<file path="config.mk">
export PLATFORM = sky130hd
export DESIGN_NAME = paes_regs
export DESIGN_NICKNAME = d
export VERILOG_FILES = /design/src/design/paes_pkg.sv /design/src/design/paes_regs.sv
export VERILOG_INCLUDE_DIRS = /design/src /design/src/design
export SDC_FILE = /design/constraint.sdc
export NUM_CORES = 1
export LEC_CHECK = 0
export ABC_AREA = 0
export BUFFER_PORTS_ARGS = -buffer_cell sky130_fd_sc_hd__buf_2
export CORE_MARGIN = 5
export CORE_UTILIZATION = 25
export CTS_BUF_LIST = sky130_fd_sc_hd__clkbuf_4
export DETAILED_ROUTE_END_ITERATION = 12
export GPL_TIMING_DRIVEN = 0
export PLACE_DENSITY = 0.45
export REMOVE_ABC_BUFFERS = 1
export SLEW_MARGIN = 10
export SYNTH_ARGS = -nofsm -noshare
export SYNTH_HDL_FRONTEND = slang
export SYNTH_SLANG_ARGS = --single-unit
</file>
<file path="constraint.sdc">
create_clock -name pclk -period 2.8 [get_ports pclk]
set_input_delay 0.14 -clock pclk [delete_from_list [all_inputs] [get_ports pclk]]
set_output_delay 0.14 -clock pclk [all_outputs]
set_load 0.05 [all_outputs]
</file>
<file path="src/design/paes_defines.svh">
`ifndef PAES_DEFINES_SVH
`define PAES_DEFINES_SVH

// Register indices; byte address is four times the index
`define PAES_IDX_CFG        10'h0D8
`define PAES_IDX_NP         10'h0DE
`define PAES_IDX_ADV        10'h0E0
`define PAES_IDX_WEC        10'h0E2

// Received next page fields
`define PAES_NP_MORE        15
`define PAES_NP_ACK         14
`define PAES_NP_MSG         13
`define PAES_NP_COMPLY_ACKNOWLEDGE        12
`define PAES_NP_TOG         11
`define PAES_NP_CODE_HI     10

// Configuration and advertisement fields
`define PAES_CFG_COPPER     6
`define PAES_ADV_LP_HI      14
`define PAES_ADV_LP_LO      9
`define PAES_ADV_LOC_HI     6
`define PAES_ADV_LOC_LO     2
`define PAES_ADV_100TX      1

// Reset values
`define PAES_RST_COPPER     1'b1
`define PAES_RST_ADV100     1'b1
`define PAES_RST_NP         16'h0000
`define PAES_RST_WEC        16'h0000

// Sequencing constants
`define PAES_FLP_CONSIST    2'h3
`define PAES_WEC_ONE        16'h0001
`define PAES_WEC_FULL       16'hFFFF
`define PAES_WCNT_W         10
`define PAES_WAKE_NS        20500
`define PAES_CLK_NS         40

`endif

</file>
<file path="src/design/paes_pkg.sv">
package paes_pkg;

   typedef struct packed {
      logic        valid;
      logic [15:0] word;
   } paes_page_t;

   typedef struct packed {
      logic       valid;
      logic [5:0] bits;
   } paes_lpadv_t;

   typedef struct packed {
      logic [15:0] np;
      logic [5:0]  lp_adv;
      logic        adv100;
      logic        adv_out;
      logic        copper;
      logic        tog_prev;
      logic        tog_err;
      logic [15:0] flp_last;
      logic [1:0]  flp_cnt;
      logic        ack;
      logic [9:0]  wake_cnt;
      logic        wake_done;
      logic [15:0] wec;
      logic [31:0] prdata;
      logic        pready;
      logic        pslverr;
   } paes_state_t;

endpackage

</file>
<file path="src/design/paes_regs.sv">
`timescale 1ns/1ps
`include "paes_defines.svh"

module paes_regs
   import paes_pkg::*;
#(
   parameter int WAKE_LIMIT_NS = `PAES_WAKE_NS,
   parameter int CLK_NS        = `PAES_CLK_NS
) (
   input  wire logic        pclk,
   input  wire logic        presetn,
   input  wire logic        psel,
   input  wire logic        penable,
   input  wire logic        pwrite,
   input  wire logic [11:0] paddr,
   input  wire logic [31:0] pwdata,
   output logic      [31:0] prdata,
   output logic             pready,
   output logic             pslverr,
   input  wire paes_page_t  np_in,
   input  wire paes_page_t  base_in,
   input  wire paes_page_t  flp_in,
   input  wire paes_lpadv_t lp_eee_in,
   input  wire logic        lpi_waking,
   output logic             copper_mode,
   output logic             eee_adv_100tx,
   output logic             tx_ack,
   output logic             toggle_err
);

   localparam int WAKE_CYC_I = (WAKE_LIMIT_NS + CLK_NS - 1) / CLK_NS;
   localparam logic [`PAES_WCNT_W-1:0] WAKE_CYC =
      `PAES_WCNT_W'(WAKE_CYC_I);

   localparam paes_state_t ST_RST = '{
      default : '0,
      np      : `PAES_RST_NP,
      wec     : `PAES_RST_WEC,
      copper  : `PAES_RST_COPPER,
      adv100  : `PAES_RST_ADV100,
      adv_out : `PAES_RST_ADV100 & `PAES_RST_COPPER
   };

   paes_state_t s_q;
   paes_state_t s_d;
   logic        acc;
   logic        done;
   logic        rd_wec;
   logic        wake_rise;
   logic [15:0] flp_masked;
   logic [15:0] adv_view;

   // Address match against a register index
   function automatic logic hit(input logic [11:0] a,
                                input logic [9:0]  idx);
      hit = (a == {idx, 2'b00});
   endfunction

   assign acc        = psel & penable & ~s_q.pready;
   assign done       = psel & penable & s_q.pready;
   assign rd_wec     = acc & ~pwrite & hit(paddr, `PAES_IDX_WEC);
   assign flp_masked = flp_in.word & ~(16'h0001 << `PAES_NP_ACK);
   assign adv_view   = {1'b0, s_q.lp_adv, 2'b00, 5'b00000,
                        s_q.adv100, 1'b0};

   always_comb begin
      s_d = s_q;
      wake_rise = 1'b0;

      // Bus slave: one wait state, data and error taken with pready
      s_d.pready = acc;
      if (acc) begin
         s_d.pslverr = ~(hit(paddr, `PAES_IDX_CFG) |
                         hit(paddr, `PAES_IDX_NP)  |
                         hit(paddr, `PAES_IDX_ADV) |
                         hit(paddr, `PAES_IDX_WEC));
         s_d.prdata = '0;
         if (!pwrite) begin
            if (hit(paddr, `PAES_IDX_CFG))
               s_d.prdata[`PAES_CFG_COPPER] = s_q.copper;
            if (hit(paddr, `PAES_IDX_NP))
               s_d.prdata[15:0] = s_q.np;
            if (hit(paddr, `PAES_IDX_ADV))
               s_d.prdata[15:0] = adv_view;
            if (rd_wec)
               s_d.prdata[15:0] = s_q.wec;
         end
      end else begin
         s_d.pslverr = 1'b0;
      end

      // Writes land on the completing edge
      if (done && pwrite) begin
         if (hit(paddr, `PAES_IDX_CFG))
            s_d.copper = pwdata[`PAES_CFG_COPPER];
         if (hit(paddr, `PAES_IDX_ADV))
            s_d.adv100 = pwdata[`PAES_ADV_100TX];
      end
      s_d.adv_out = s_d.adv100 & s_d.copper;

      // Base page seeds toggle tracking
      if (base_in.valid) begin
         s_d.tog_prev = base_in.word[`PAES_NP_TOG];
         s_d.tog_err  = 1'b0;
      end

      // Partner next page captured whole, fields in place
      if (np_in.valid) begin
         s_d.np[`PAES_NP_MORE] = np_in.word[`PAES_NP_MORE];
         s_d.np[`PAES_NP_ACK]  = np_in.word[`PAES_NP_ACK];
         s_d.np[`PAES_NP_MSG]  = np_in.word[`PAES_NP_MSG];
         s_d.np[`PAES_NP_COMPLY_ACKNOWLEDGE] = np_in.word[`PAES_NP_COMPLY_ACKNOWLEDGE];
         s_d.np[`PAES_NP_TOG]  = np_in.word[`PAES_NP_TOG];
         s_d.np[`PAES_NP_CODE_HI:0] =
            np_in.word[`PAES_NP_CODE_HI:0];
         if (np_in.word[`PAES_NP_TOG] == s_q.tog_prev)
            s_d.tog_err = 1'b1;
         s_d.tog_prev = np_in.word[`PAES_NP_TOG];
      end

      // Consistent burst counting, ack bit masked
      if (flp_in.valid) begin
         if (s_q.flp_cnt != 2'h0 && flp_masked == s_q.flp_last) begin
            if (s_q.flp_cnt != `PAES_FLP_CONSIST)
               s_d.flp_cnt = s_q.flp_cnt + 2'h1;
         end else begin
            s_d.flp_cnt = 2'h1;
         end
         s_d.flp_last = flp_masked;
      end
      s_d.ack = (s_d.flp_cnt == `PAES_FLP_CONSIST);

      // Partner low-power abilities, copper only
      if (!s_q.copper)
         s_d.lp_adv = '0;
      else if (lp_eee_in.valid)
         s_d.lp_adv = lp_eee_in.bits;

      // Wake timer against the limit
      if (lpi_waking && s_q.copper) begin
         if (s_q.wake_cnt != WAKE_CYC)
            s_d.wake_cnt = s_q.wake_cnt + `PAES_WCNT_W'(1);
      end else begin
         s_d.wake_cnt = '0;
      end
      s_d.wake_done = lpi_waking & s_q.copper &
                      (s_q.wake_cnt == WAKE_CYC);
      wake_rise = s_d.wake_done & ~s_q.wake_done;

      // Saturating clear-on-read counter; a new event survives a clear
      if (rd_wec)
         s_d.wec = wake_rise ? `PAES_WEC_ONE : `PAES_RST_WEC;
      else if (wake_rise && s_q.wec != `PAES_WEC_FULL)
         s_d.wec = s_q.wec + `PAES_WEC_ONE;
   end

   always_ff @(posedge pclk or negedge presetn) begin
      if (!presetn) begin
         s_q <= ST_RST;
      end else begin
         s_q <= s_d;
      end
   end

   assign prdata        = s_q.prdata;
   assign pready        = s_q.pready;
   assign pslverr       = s_q.pslverr;
   assign copper_mode   = s_q.copper;
   assign eee_adv_100tx = s_q.adv_out;
   assign tx_ack        = s_q.ack;
   assign toggle_err    = s_q.tog_err;
endmodule // paes_regs

</file>
=== After elaboration in Yosys (flattened, before gate mapping) ===
Cells that the tools add are included.

* Bits in registers: 90
* Bits of input ports: 108
* Logic and storage cells: 78

* Add/subtract/negate cells: 3
* Equality and inequality tests: 13
* Multiplexer cells: 23
* Bitwise operators: 16
* Reductions and logical operators: 7

{| class="wikitable"
|+ Operators by type and width
! operator !! count
|-
| 16-bit two-way mux || 6
|-
| 12-bit by 10-bit equality test with 1-bit output, second input constant || 4
|-
| 10-bit two-way mux || 2
|-
| 16-bit by 1-bit adder with 16-bit output, second input constant || 1
|-
| 16-bit inequality test, second input constant || 1
|-
| 15-bit equality test || 1
|-
| 6-bit two-way mux || 2
|-
| 10-bit by 1-bit adder with 10-bit output, second input constant || 1
|-
| 10-bit equality test, second input constant || 1
|-
| 2-bit two-way mux || 5
|-
| 10-bit inequality test, second input constant || 1
|-
| 1-bit bitwise AND || 9
|-
| 1-bit two-way mux || 8
|-
| 2-bit nonzero test || 3
|-
| 1-bit logical AND || 4
|-
| 2-bit inequality test, second input constant || 2
|-
| 1-bit inverter || 4
|-
| 1-bit bitwise OR || 3
|-
| 2-bit by 1-bit adder with 2-bit output, second input constant || 1
|-
| 2-bit equality test, second input constant || 1
|-
| 2-bit by 1-bit inequality test with 1-bit output, second input constant || 1
|-
| 1-bit equality test || 1
|}

=== Depth between registers and ports, before layout ===
Gate-level depths: netlist (run 1).

* Depth after elaboration: 6
* Gate-level depth with buffers: 7
* Gate-level depth less buffers: 7

=== Worst setup path after synthesis (run 1) ===
OpenSTA, ideal clock, no wires.

* Kind: register to register
* From: reg s_q, in the netlist copper_mode
* To: reg s_q[49] in the netlist's numbering
* Arrival time: 2.285 ns
* Data required time: 2.723 ns
* Path slack: 0.438 ns
* Stages on the path, launching flop included: 7
* Clock period less this slack: 2.362 ns
* Cell sequence: dfstp_2 > buf_2 > nand2_1 > nand4b_4 > a2111o_1 > or4_1 > a21oi_1

* Cells in the longest elaborated chain, start to end: 5

{| class="wikitable"
|+ RTL lines
! what !! line !! source
|-
| start, declared || paes_regs.sv:44 || <nowiki>paes_state_t s_q;</nowiki>
|-
| start signal, assigned || paes_regs.sv:159 || <nowiki>s_q <= ST_RST;</nowiki>
|-
| start signal, assigned || paes_regs.sv:161 || <nowiki>s_q <= s_d;</nowiki>
|-
| 1-bit bitwise AND (2 in a row) || paes_regs.sv:146 || <nowiki>s_d.wake_done = lpi_waking & s_q.copper &</nowiki>
|-
| 1-bit bitwise AND || paes_regs.sv:148 || <nowiki>wake_rise = s_d.wake_done & ~s_q.wake_done;</nowiki>
|-
| 1-bit logical AND (no line) || n/a ||
|-
| 2-bit nonzero test (no line) || n/a ||
|}

No other way between the ends.
A chain may end at the register's enable or synchronous reset.

=== Worst setup path in the final report (run 1) ===
Ends and elaborated chain as after synthesis.

==> reports/results.md, run 1 <==
| Item | Reported | Unit |
| --- | --- | --- |
| Run status | complete, no violations | - |
| Antenna cell count | 0 | - |
| Max VDD drop | 223.1 | uV |
| Global routing usage on met3 | 0.02315 | - |
| Type of element launching the critical path | flip-flop | - |
| Fin. max-slew vios | 0 | - |
| Maxcap violations | 0 | - |
| DRC violations left | 0 | - |
| Post-synthesis async set-or-reset flop share | 1.000 | - |
| Post-synthesis instance area | 4519 | um2 |
| CP Data Arrival Time | 2840 | ps |
| Clock tree root buffer cell | clkbuf_4 | - |
| Switching fraction of total power | 0.2535 | - |
| Number of cells on the worst hold path | 3 | - |
| Worst-case register-to-register setup slack | 340 | ps |
| Sinks on the clock net | 90 | - |
| Sequential share of the synthesized area | 0.4992 | - |
| Count of cell types in the netlist | 44 | - |
| Routability Congestion | 0.7774 | - |
| Number of CTS-inserted buffers | 9 | - |
| # Post-CTS Setup Buffers | 0 | - |
| Clock latency at the later pin of the worst-skew pair | 450 | ps |
| WL final | 10.88 | mm |
| First-pass GRT wire length | 17.80 | mm |
| Total congestion overflow after global routing | 0 | - |
| Data required, critical path | 3180 | ps |
| Average wire per standard cell | 14.16 | um |
| Final critical-path setup slack | 341.8 | ps |
| Total power consumption of the routed design | 2.611 | mW |
| Number of flops mapped to enable cells by yosys | 0 | - |
| Largest cells by area after synthesis | dfrtp_1 (48%), mux2_2 (8.0%), buf_4 (5.3%) | - |
| Number of failing hold endpoints at the final stage | 0 | - |
| Leakage | 2.554 | nW |
| Chip Height | 144.5 | um |
| Starting density of the core | 0.2524 | - |
| Syn Inst Count | 424 | - |
| Power share of the sequential group | 0.527 | - |
| Combinational fraction of design power | 0.121 | - |
| Timing-limited maximum frequency | 406.8 | MHz |
| Fill count | 1853 | - |
| Proportion of layout cells with a drive suffix above 1 | 0.2653 | - |
| Slowest CP cell | dfstp_2 | - |
| Highest cell delay on the worst timing path | 670 | ps |
| FF-to-FF path depth | 5 | - |
| DP Wirelength | 7.886 | mm |
| Number of cell rows | 49 | - |
| Minimum clock period after layout | 2458 | ps |
| Area Overhead vs Synth | 25.36 | % |
| Most common cell after layout, fill and taps aside | dfrtp_1 | - |
| Endpoint, Worst Hold | s_q[46] | - |
| Top Usage Layer GRT | met2 | - |
| Maximum number of pins on one net before global-route repair | 51 | - |
| Most used cells in the layout excluding fill and tap cells | dfrtp_1 (87), buf_2 (83), dlygate4sd3_1 (44) | - |
| Net switching power | 0.6619 | mW |
| Number of levels in the clock H-tree | 3 | - |
| Initial DRT Pass Iterations | 4 | - |
| Areal power density over the cells | 460.9 | nW/um2 |
| Synth area leader | dfrtp_1 | - |
| Pre-CTS worst setup slack | 325.1 | ps |
| Top-area cell type share of the netlist area | 0.4817 | - |
| Final core area utilization | 0.3165 | - |
| Via count | 3396 | - |
| Die width | 144.5 | um |
| Crit Path Class | reg2reg | - |
| Worst Hold Class | in2reg | - |
| Number of nets at the end of the flow | 645 | - |
| Internal power | 1.949 | mW |
| First DRT Iteration DRCs | 155 | - |
| Vias/cell | 4.422 | - |
| CTS tree | yes | - |
| Total die area | 20870 | um2 |
| Ordered cell list for the critical path | nand2_1 > nand4b_4 > a2111o_1 > or4_1 > a21oi_1 | - |
| CTS clk-pin slew, worst paths | 150 | ps |
| Ys Warns | 0 | - |
| Number of register bits inferred by synthesis | 90 | - |
| Top Ports | 146 | - |
| Top fanout value on the critical path | 11 | - |
| Final setup viols | 0 | - |
| Setup repair after global routing missed its margin | no | - |
| Most used flip-flop cell after synthesis | dfrtp_1 | - |
| Part of the total power dissipated in the clock network | 0.352 | - |
| Worst hold path startpoint | pwrite | - |
| Slew margin rel. | 0.5856 | - |
| Post-Route Skew | 13.80 | ps |
| Core Box Area | 17900 | um2 |
| Final critical-path share of the clock period | 0.8779 | - |
| Number of antenna violations at the first check in global routing | 0 | - |
| Met1 global-route usage | 0.1319 | - |
| Post-Syn Area per Cell | 10.66 | um2 |
| CTS max path bufs | 2 | - |
| Worst r2r dst | s_q[49] | - |
| Antenna Nets Post-Route | 0 | - |
| Reg2Reg Launch Point | copper_mode | - |
| Vias in the first global route | 3583 | - |
| CP endpoint kind | flip-flop | - |
| GR Layer Usage met2 | 0.1856 | - |
| Port-buffer cells | 83 | - |
| Measured slew at the worst slew-check pin | 618.2 | ps |
| Gr usage total | 0.1070 | - |
==> critical path, delay by kind of cell, from the launching register on <==
kind / cells / cell delay, ps
simple gates: 3 / 1020
compound gates: 2 / 700
flops: 1 / 670
==> cells in the mapped netlist, types with 3 or more instances <==
master,count
a211oi_1,4
nor3_1,4
xnor2_1,15
mux2i_1,9
a22oi_1,8
nand3_1,11
ha_1,3
o21ai_0,26
nand2_1,36
nand2b_1,9
mux2_2,32
and2_1,5
clkbuf_1,12
nand4_1,5
buf_4,32
xor2_1,18
dfrtp_1,87
a21oi_1,22
nor4_1,7
and4_1,3
and3_1,8
nor2_1,23
nor2b_1,6
or3_1,4
dfstp_2,3
inv_1,8
==> final cells by class <==
type	count	area, um2	share of cell area
sequential	90	2256	0.3982
multi-input combinational	295	2007	0.3542
timing repair buffer	130	902.1	0.1592
tap	229	286.5	0.05057
clock inverter	7	116.4	0.02054
clock buffer	9	67.56	0.01193
inverter	8	30.03	0.005300
==> metal layers <==
| layer | vias to the layer above | routed length (um) |
|---|---|---|
| met3 | 10 | 567 |
| met1 | 1660 | 4823 |
| met5 | - | 0 |
| met4 | 0 | 142 |
| li1 | 1657 | - |
| met2 | 69 | 5343 |
==> logic make-up after synthesis <==
kind of cell    count (synthesis)  share of synthesized area
simple gates                  135                     0.1686
flops                          90                     0.4992
compound gates                 67                    0.08749
buf+inv                        54                    0.07198
mux                            41                    0.09967
xor+xnor                       33                    0.06395
fa+ha+maj                       3                   0.008307
other cells                     1                  0.0008298
==> state kept, by name (all words and copies together) (netlist names) <==
register and count:
adv_view 7, copper_mode 1, eee_adv_100tx 1, prdata 16
pready 1, pslverr 1, s_q 61, toggle_err 1
tx_ack 1
==> power groups by stage <==
stage	Combinational, mW	Sequential, mW	Clock, mW
3_3_place_gp	0.259	1.40	0
5_1_grt	0.348	1.38	1.00
2_1_floorplan	0.139	1.41	0
3_5_place_dp	0.271	1.40	0
6_report	0.316	1.38	0.918
4_1_cts	0.323	1.38	0.954
==> worst max path at each step <==
stage                     start   endpoint  cells past startpoint
CTS                 copper_mode    s_q[49]                      5
finish              copper_mode    s_q[49]                      5
detailed placement  copper_mode    s_q[49]                      5
floorplan           copper_mode    s_q[49]                      5
global route        copper_mode    s_q[49]                      5
global placement      paddr[11]  prdata[6]                      6
==> what timing repair did <==
item / in CTS / in global routing
resized for setup: 0 / 0
hold endpoints to repair: 81 / 0
setup endpoints to repair: 0 / 0
hold buffers: 44 / 0
==> metrics by stage <==
step / TNS, ps / instance area, um2 / instances / hold slack, ps
floorplan: 0 / 4280 / 393 / -155.6
global placement: -443.6 / 4982 / 705 / 349.8
detailed placement: 0 / 5041 / 708 / 183.9
CTS: 0 / 5665 / 768 / 54.79
global route: 0 / 5665 / 768 / 59.66
finish: 0 / 5665 / 768 / 79.37
No activity file was read; power rests on OpenSTA's default activity.
==> inputs of run 2 (changes only) <==
CORE_UTILIZATION = 40   (was 25)
PLACE_DENSITY = 0.65   (was 0.45)
==> run 2 against run 1 <==
  * Clock power shrank 32%
  * Maximum frequency grew 2.8%
  * Utilization grew 18 points
  * Total power shrank 11%
  * Clock skew grew 11 ps
  * Combinational power shrank 1%
  * Non-clock buffer count shrank 1
  * Critical path depth is the same
==> reports/results.md, run 2 (synthesis results as in run 1) <==
| Item | Reported | Unit | Delta |
| --- | --- | --- | --- |
| Run status | complete, no violations | - |  |
| Number of cell rows | 38 | - | -22% |
| Measured slew at the worst slew-check pin | 839.6 | ps | +221.4 ps |
| Post-detailed-placement cell area | 4928 | um2 | -2.2% |
| Number of nets at the end of the flow | 644 | - | -0.16% |
| Number of CTS-inserted buffers | 9 | - | unchanged |
| Number of buffers added to fix hold violations after cts | 44 | - | unchanged |
| CTS clk-pin slew, worst paths | 160 | ps | about the same |
| Die width | 116.3 | um | -19% |
| CP endpoint kind | flip-flop | - |  |
| CTS tree | yes | - |  |
| Number of failing hold endpoints at the final stage | 0 | - | unchanged |
| Final setup viols | 0 | - | unchanged |
| # Post-CTS Setup Buffers | 0 | - | unchanged |
| Average wire per standard cell | 14.30 | um | +1.0% |
| Number of antenna violations at the first check in global routing | 0 | - | unchanged |
| Proportion of layout cells with a drive suffix above 1 | 0.2639 | - | -0.001366 |
| Port-buffer cells | 83 | - | unchanged |
| Max FFs per register | 61 | - | unchanged |
| Antenna Nets Post-Route | 0 | - | unchanged |
| Maxcap violations | 0 | - | unchanged |
| Antenna cell count | 0 | - | unchanged |
| DP Wirelength | 7.023 | mm | -11% |
| Final core area utilization | 0.5014 | - | +0.1849 |
| Number of cells on the critical path | 5 | - | unchanged |
| Starting density of the core | 0.4133 | - | +0.1608 |
| Maximum number of pins on one net before global-route repair | 47 | - | -7.8% |
| Crit Path Class | reg2reg | - |  |
| Post-cts repair resize count | 0 | - | unchanged |
| Via count | 3385 | - | -0.32% |
| Type of element launching the critical path | flip-flop | - |  |
| Post-Route Skew | 24.57 | ps | +10.78 ps |
| Number of buffer and inverter stages on the critical path | 0 | - | unchanged |
| Slew margin rel. | 0.4322 | - | -0.1534 |
| Slowest CP cell | dfstp_2 | - |  |
| Minimum clock period after layout | 2390 | ps | -68.08 ps |
| Areal power density over the cells | 422.0 | nW/um2 | -8.5% |
| Sinks on the clock net | 90 | - | unchanged |
| First-pass GRT wire length | 16.28 | mm | -8.5% |
| Most used cells in the layout excluding fill and tap cells | dfrtp_1 (87), buf_2 (82), dlygate4sd3_1 (44) | - |  |
| DRC violations left | 0 | - | unchanged |
| Area Overhead vs Synth | 21.32 | % |  |
| First DRT Iteration DRCs | 169 | - | +9.0% |
| Top Ports | 146 | - | unchanged |
| Initial DRT Pass Iterations | 4 | - | unchanged |
| Chip Height | 116.3 | um | -19% |
| Gr usage total | 0.1490 | - | +0.04201 |
| Total die area | 13520 | um2 | -35% |
| Worst Hold Class | in2reg | - |  |
| Register with the most flip-flops | s_q | - |  |
| FF-to-FF path depth | 5 | - | unchanged |
| Highest cell delay on the worst timing path | 660 | ps | about the same |
| Vias/cell | 4.993 | - | +13% |
| Fin. max-slew vios | 0 | - | unchanged |
| Family of cells with the greatest summed delay on the critical path | simple AND/OR/NAND/NOR gates | - |  |
| Ordered cell list for the critical path | nand2_1 > nand4b_4 > a2111o_1 > or4_1 > a21oi_1 | - |  |
| Final critical-path share of the clock period | 0.8536 | - | -0.02431 |
| Number of cells on the worst hold path | 3 | - | unchanged |
| Routability Congestion | 0.8444 | - | +8.6% |
| WL final | 9.698 | mm | -11% |
| CTS max path bufs | 2 | - | unchanged |
| Vias in the first global route | 3608 | - | +0.70% |
| Final Instance Area | 5483 | um2 | -3.2% |
| Number of levels in the clock H-tree | 3 | - | unchanged |
| Core Box Area | 10940 | um2 | -39% |
| CP Data Arrival Time | 2770 | ps | -70 ps |
| Tightest hold margin | 83.36 | ps | +3.990 ps |
| Total congestion overflow after global routing | 0 | - | unchanged |
| Timing-limited maximum frequency | 418.4 | MHz | +2.8% |
| Most common cell after layout, fill and taps aside | dfrtp_1 | - |  |
| Leakage | 2.511 | nW | -1.7% |
| Max VDD drop | 214.3 | uV | -3.9% |
| Clock latency at the later pin of the worst-skew pair | 440 | ps | about the same |
| Setup repair after global routing missed its margin | no | - |  |
| Clock tree root buffer cell | clkbuf_4 | - |  |
| Data required, critical path | 3180 | ps | about the same |
| TNS Setup | 0 | ps | unchanged |
| Top fanout value on the critical path | 11 | - | unchanged |
run 2: cell type report:
type                    count  area [um2]
inverters                   8       30.03
multi-input cells         295        2007
clock buffers               9       67.56
clock inverters             7       46.29
flip-flops and latches     90        2256
repair buffers            129       900.9
well taps                 140       175.2
fillers                   978        5453
run 2: worst paths after layout:
check,start,end,slack [ps]
max in group asynchronous,presetn,eee_adv_100tx,1870
worst max register to register,copper_mode,s_q[49],410
min in group asynchronous,presetn,s_q[79],240
worst min-delay path,pwrite,s_q[40],80
worst min register to register,s_q[106],prdata[15],480
worst max-delay path,copper_mode,s_q[49],410
run 2: worst min-delay path, stage by stage:
cell and delay [ps]:
buf_2 140, nor3_4 90, nor2_1 100
run 2: report_power, final:
group / switching (mW) / internal, mW
clock network: 0.443 / 0.180
logic: 0.166 / 0.146
registers: 0.0293 / 1.35
total: 0.638 / 1.68
run 2: metrics by stage:
step	setup slack [ps]	total power [mW]	instances
floorplan	502.0	1.549	393
global placement	46.93	1.655	616
detailed placement	374.0	1.671	618
CTS	346.2	2.350	678
global route	212.5	2.430	678
finish	409.9	2.313	678
run 2: routing by layer:
metal / up-vias / track usage / wire [um]
met1: 1644 / 0.1735 / 4091
met2: 70 / 0.2704 / 4928
met3: 17 / 0.03057 / 507
li1: 1654 / - / -
met4: 0 / 0.05336 / 170
met5: - / 0 / 0
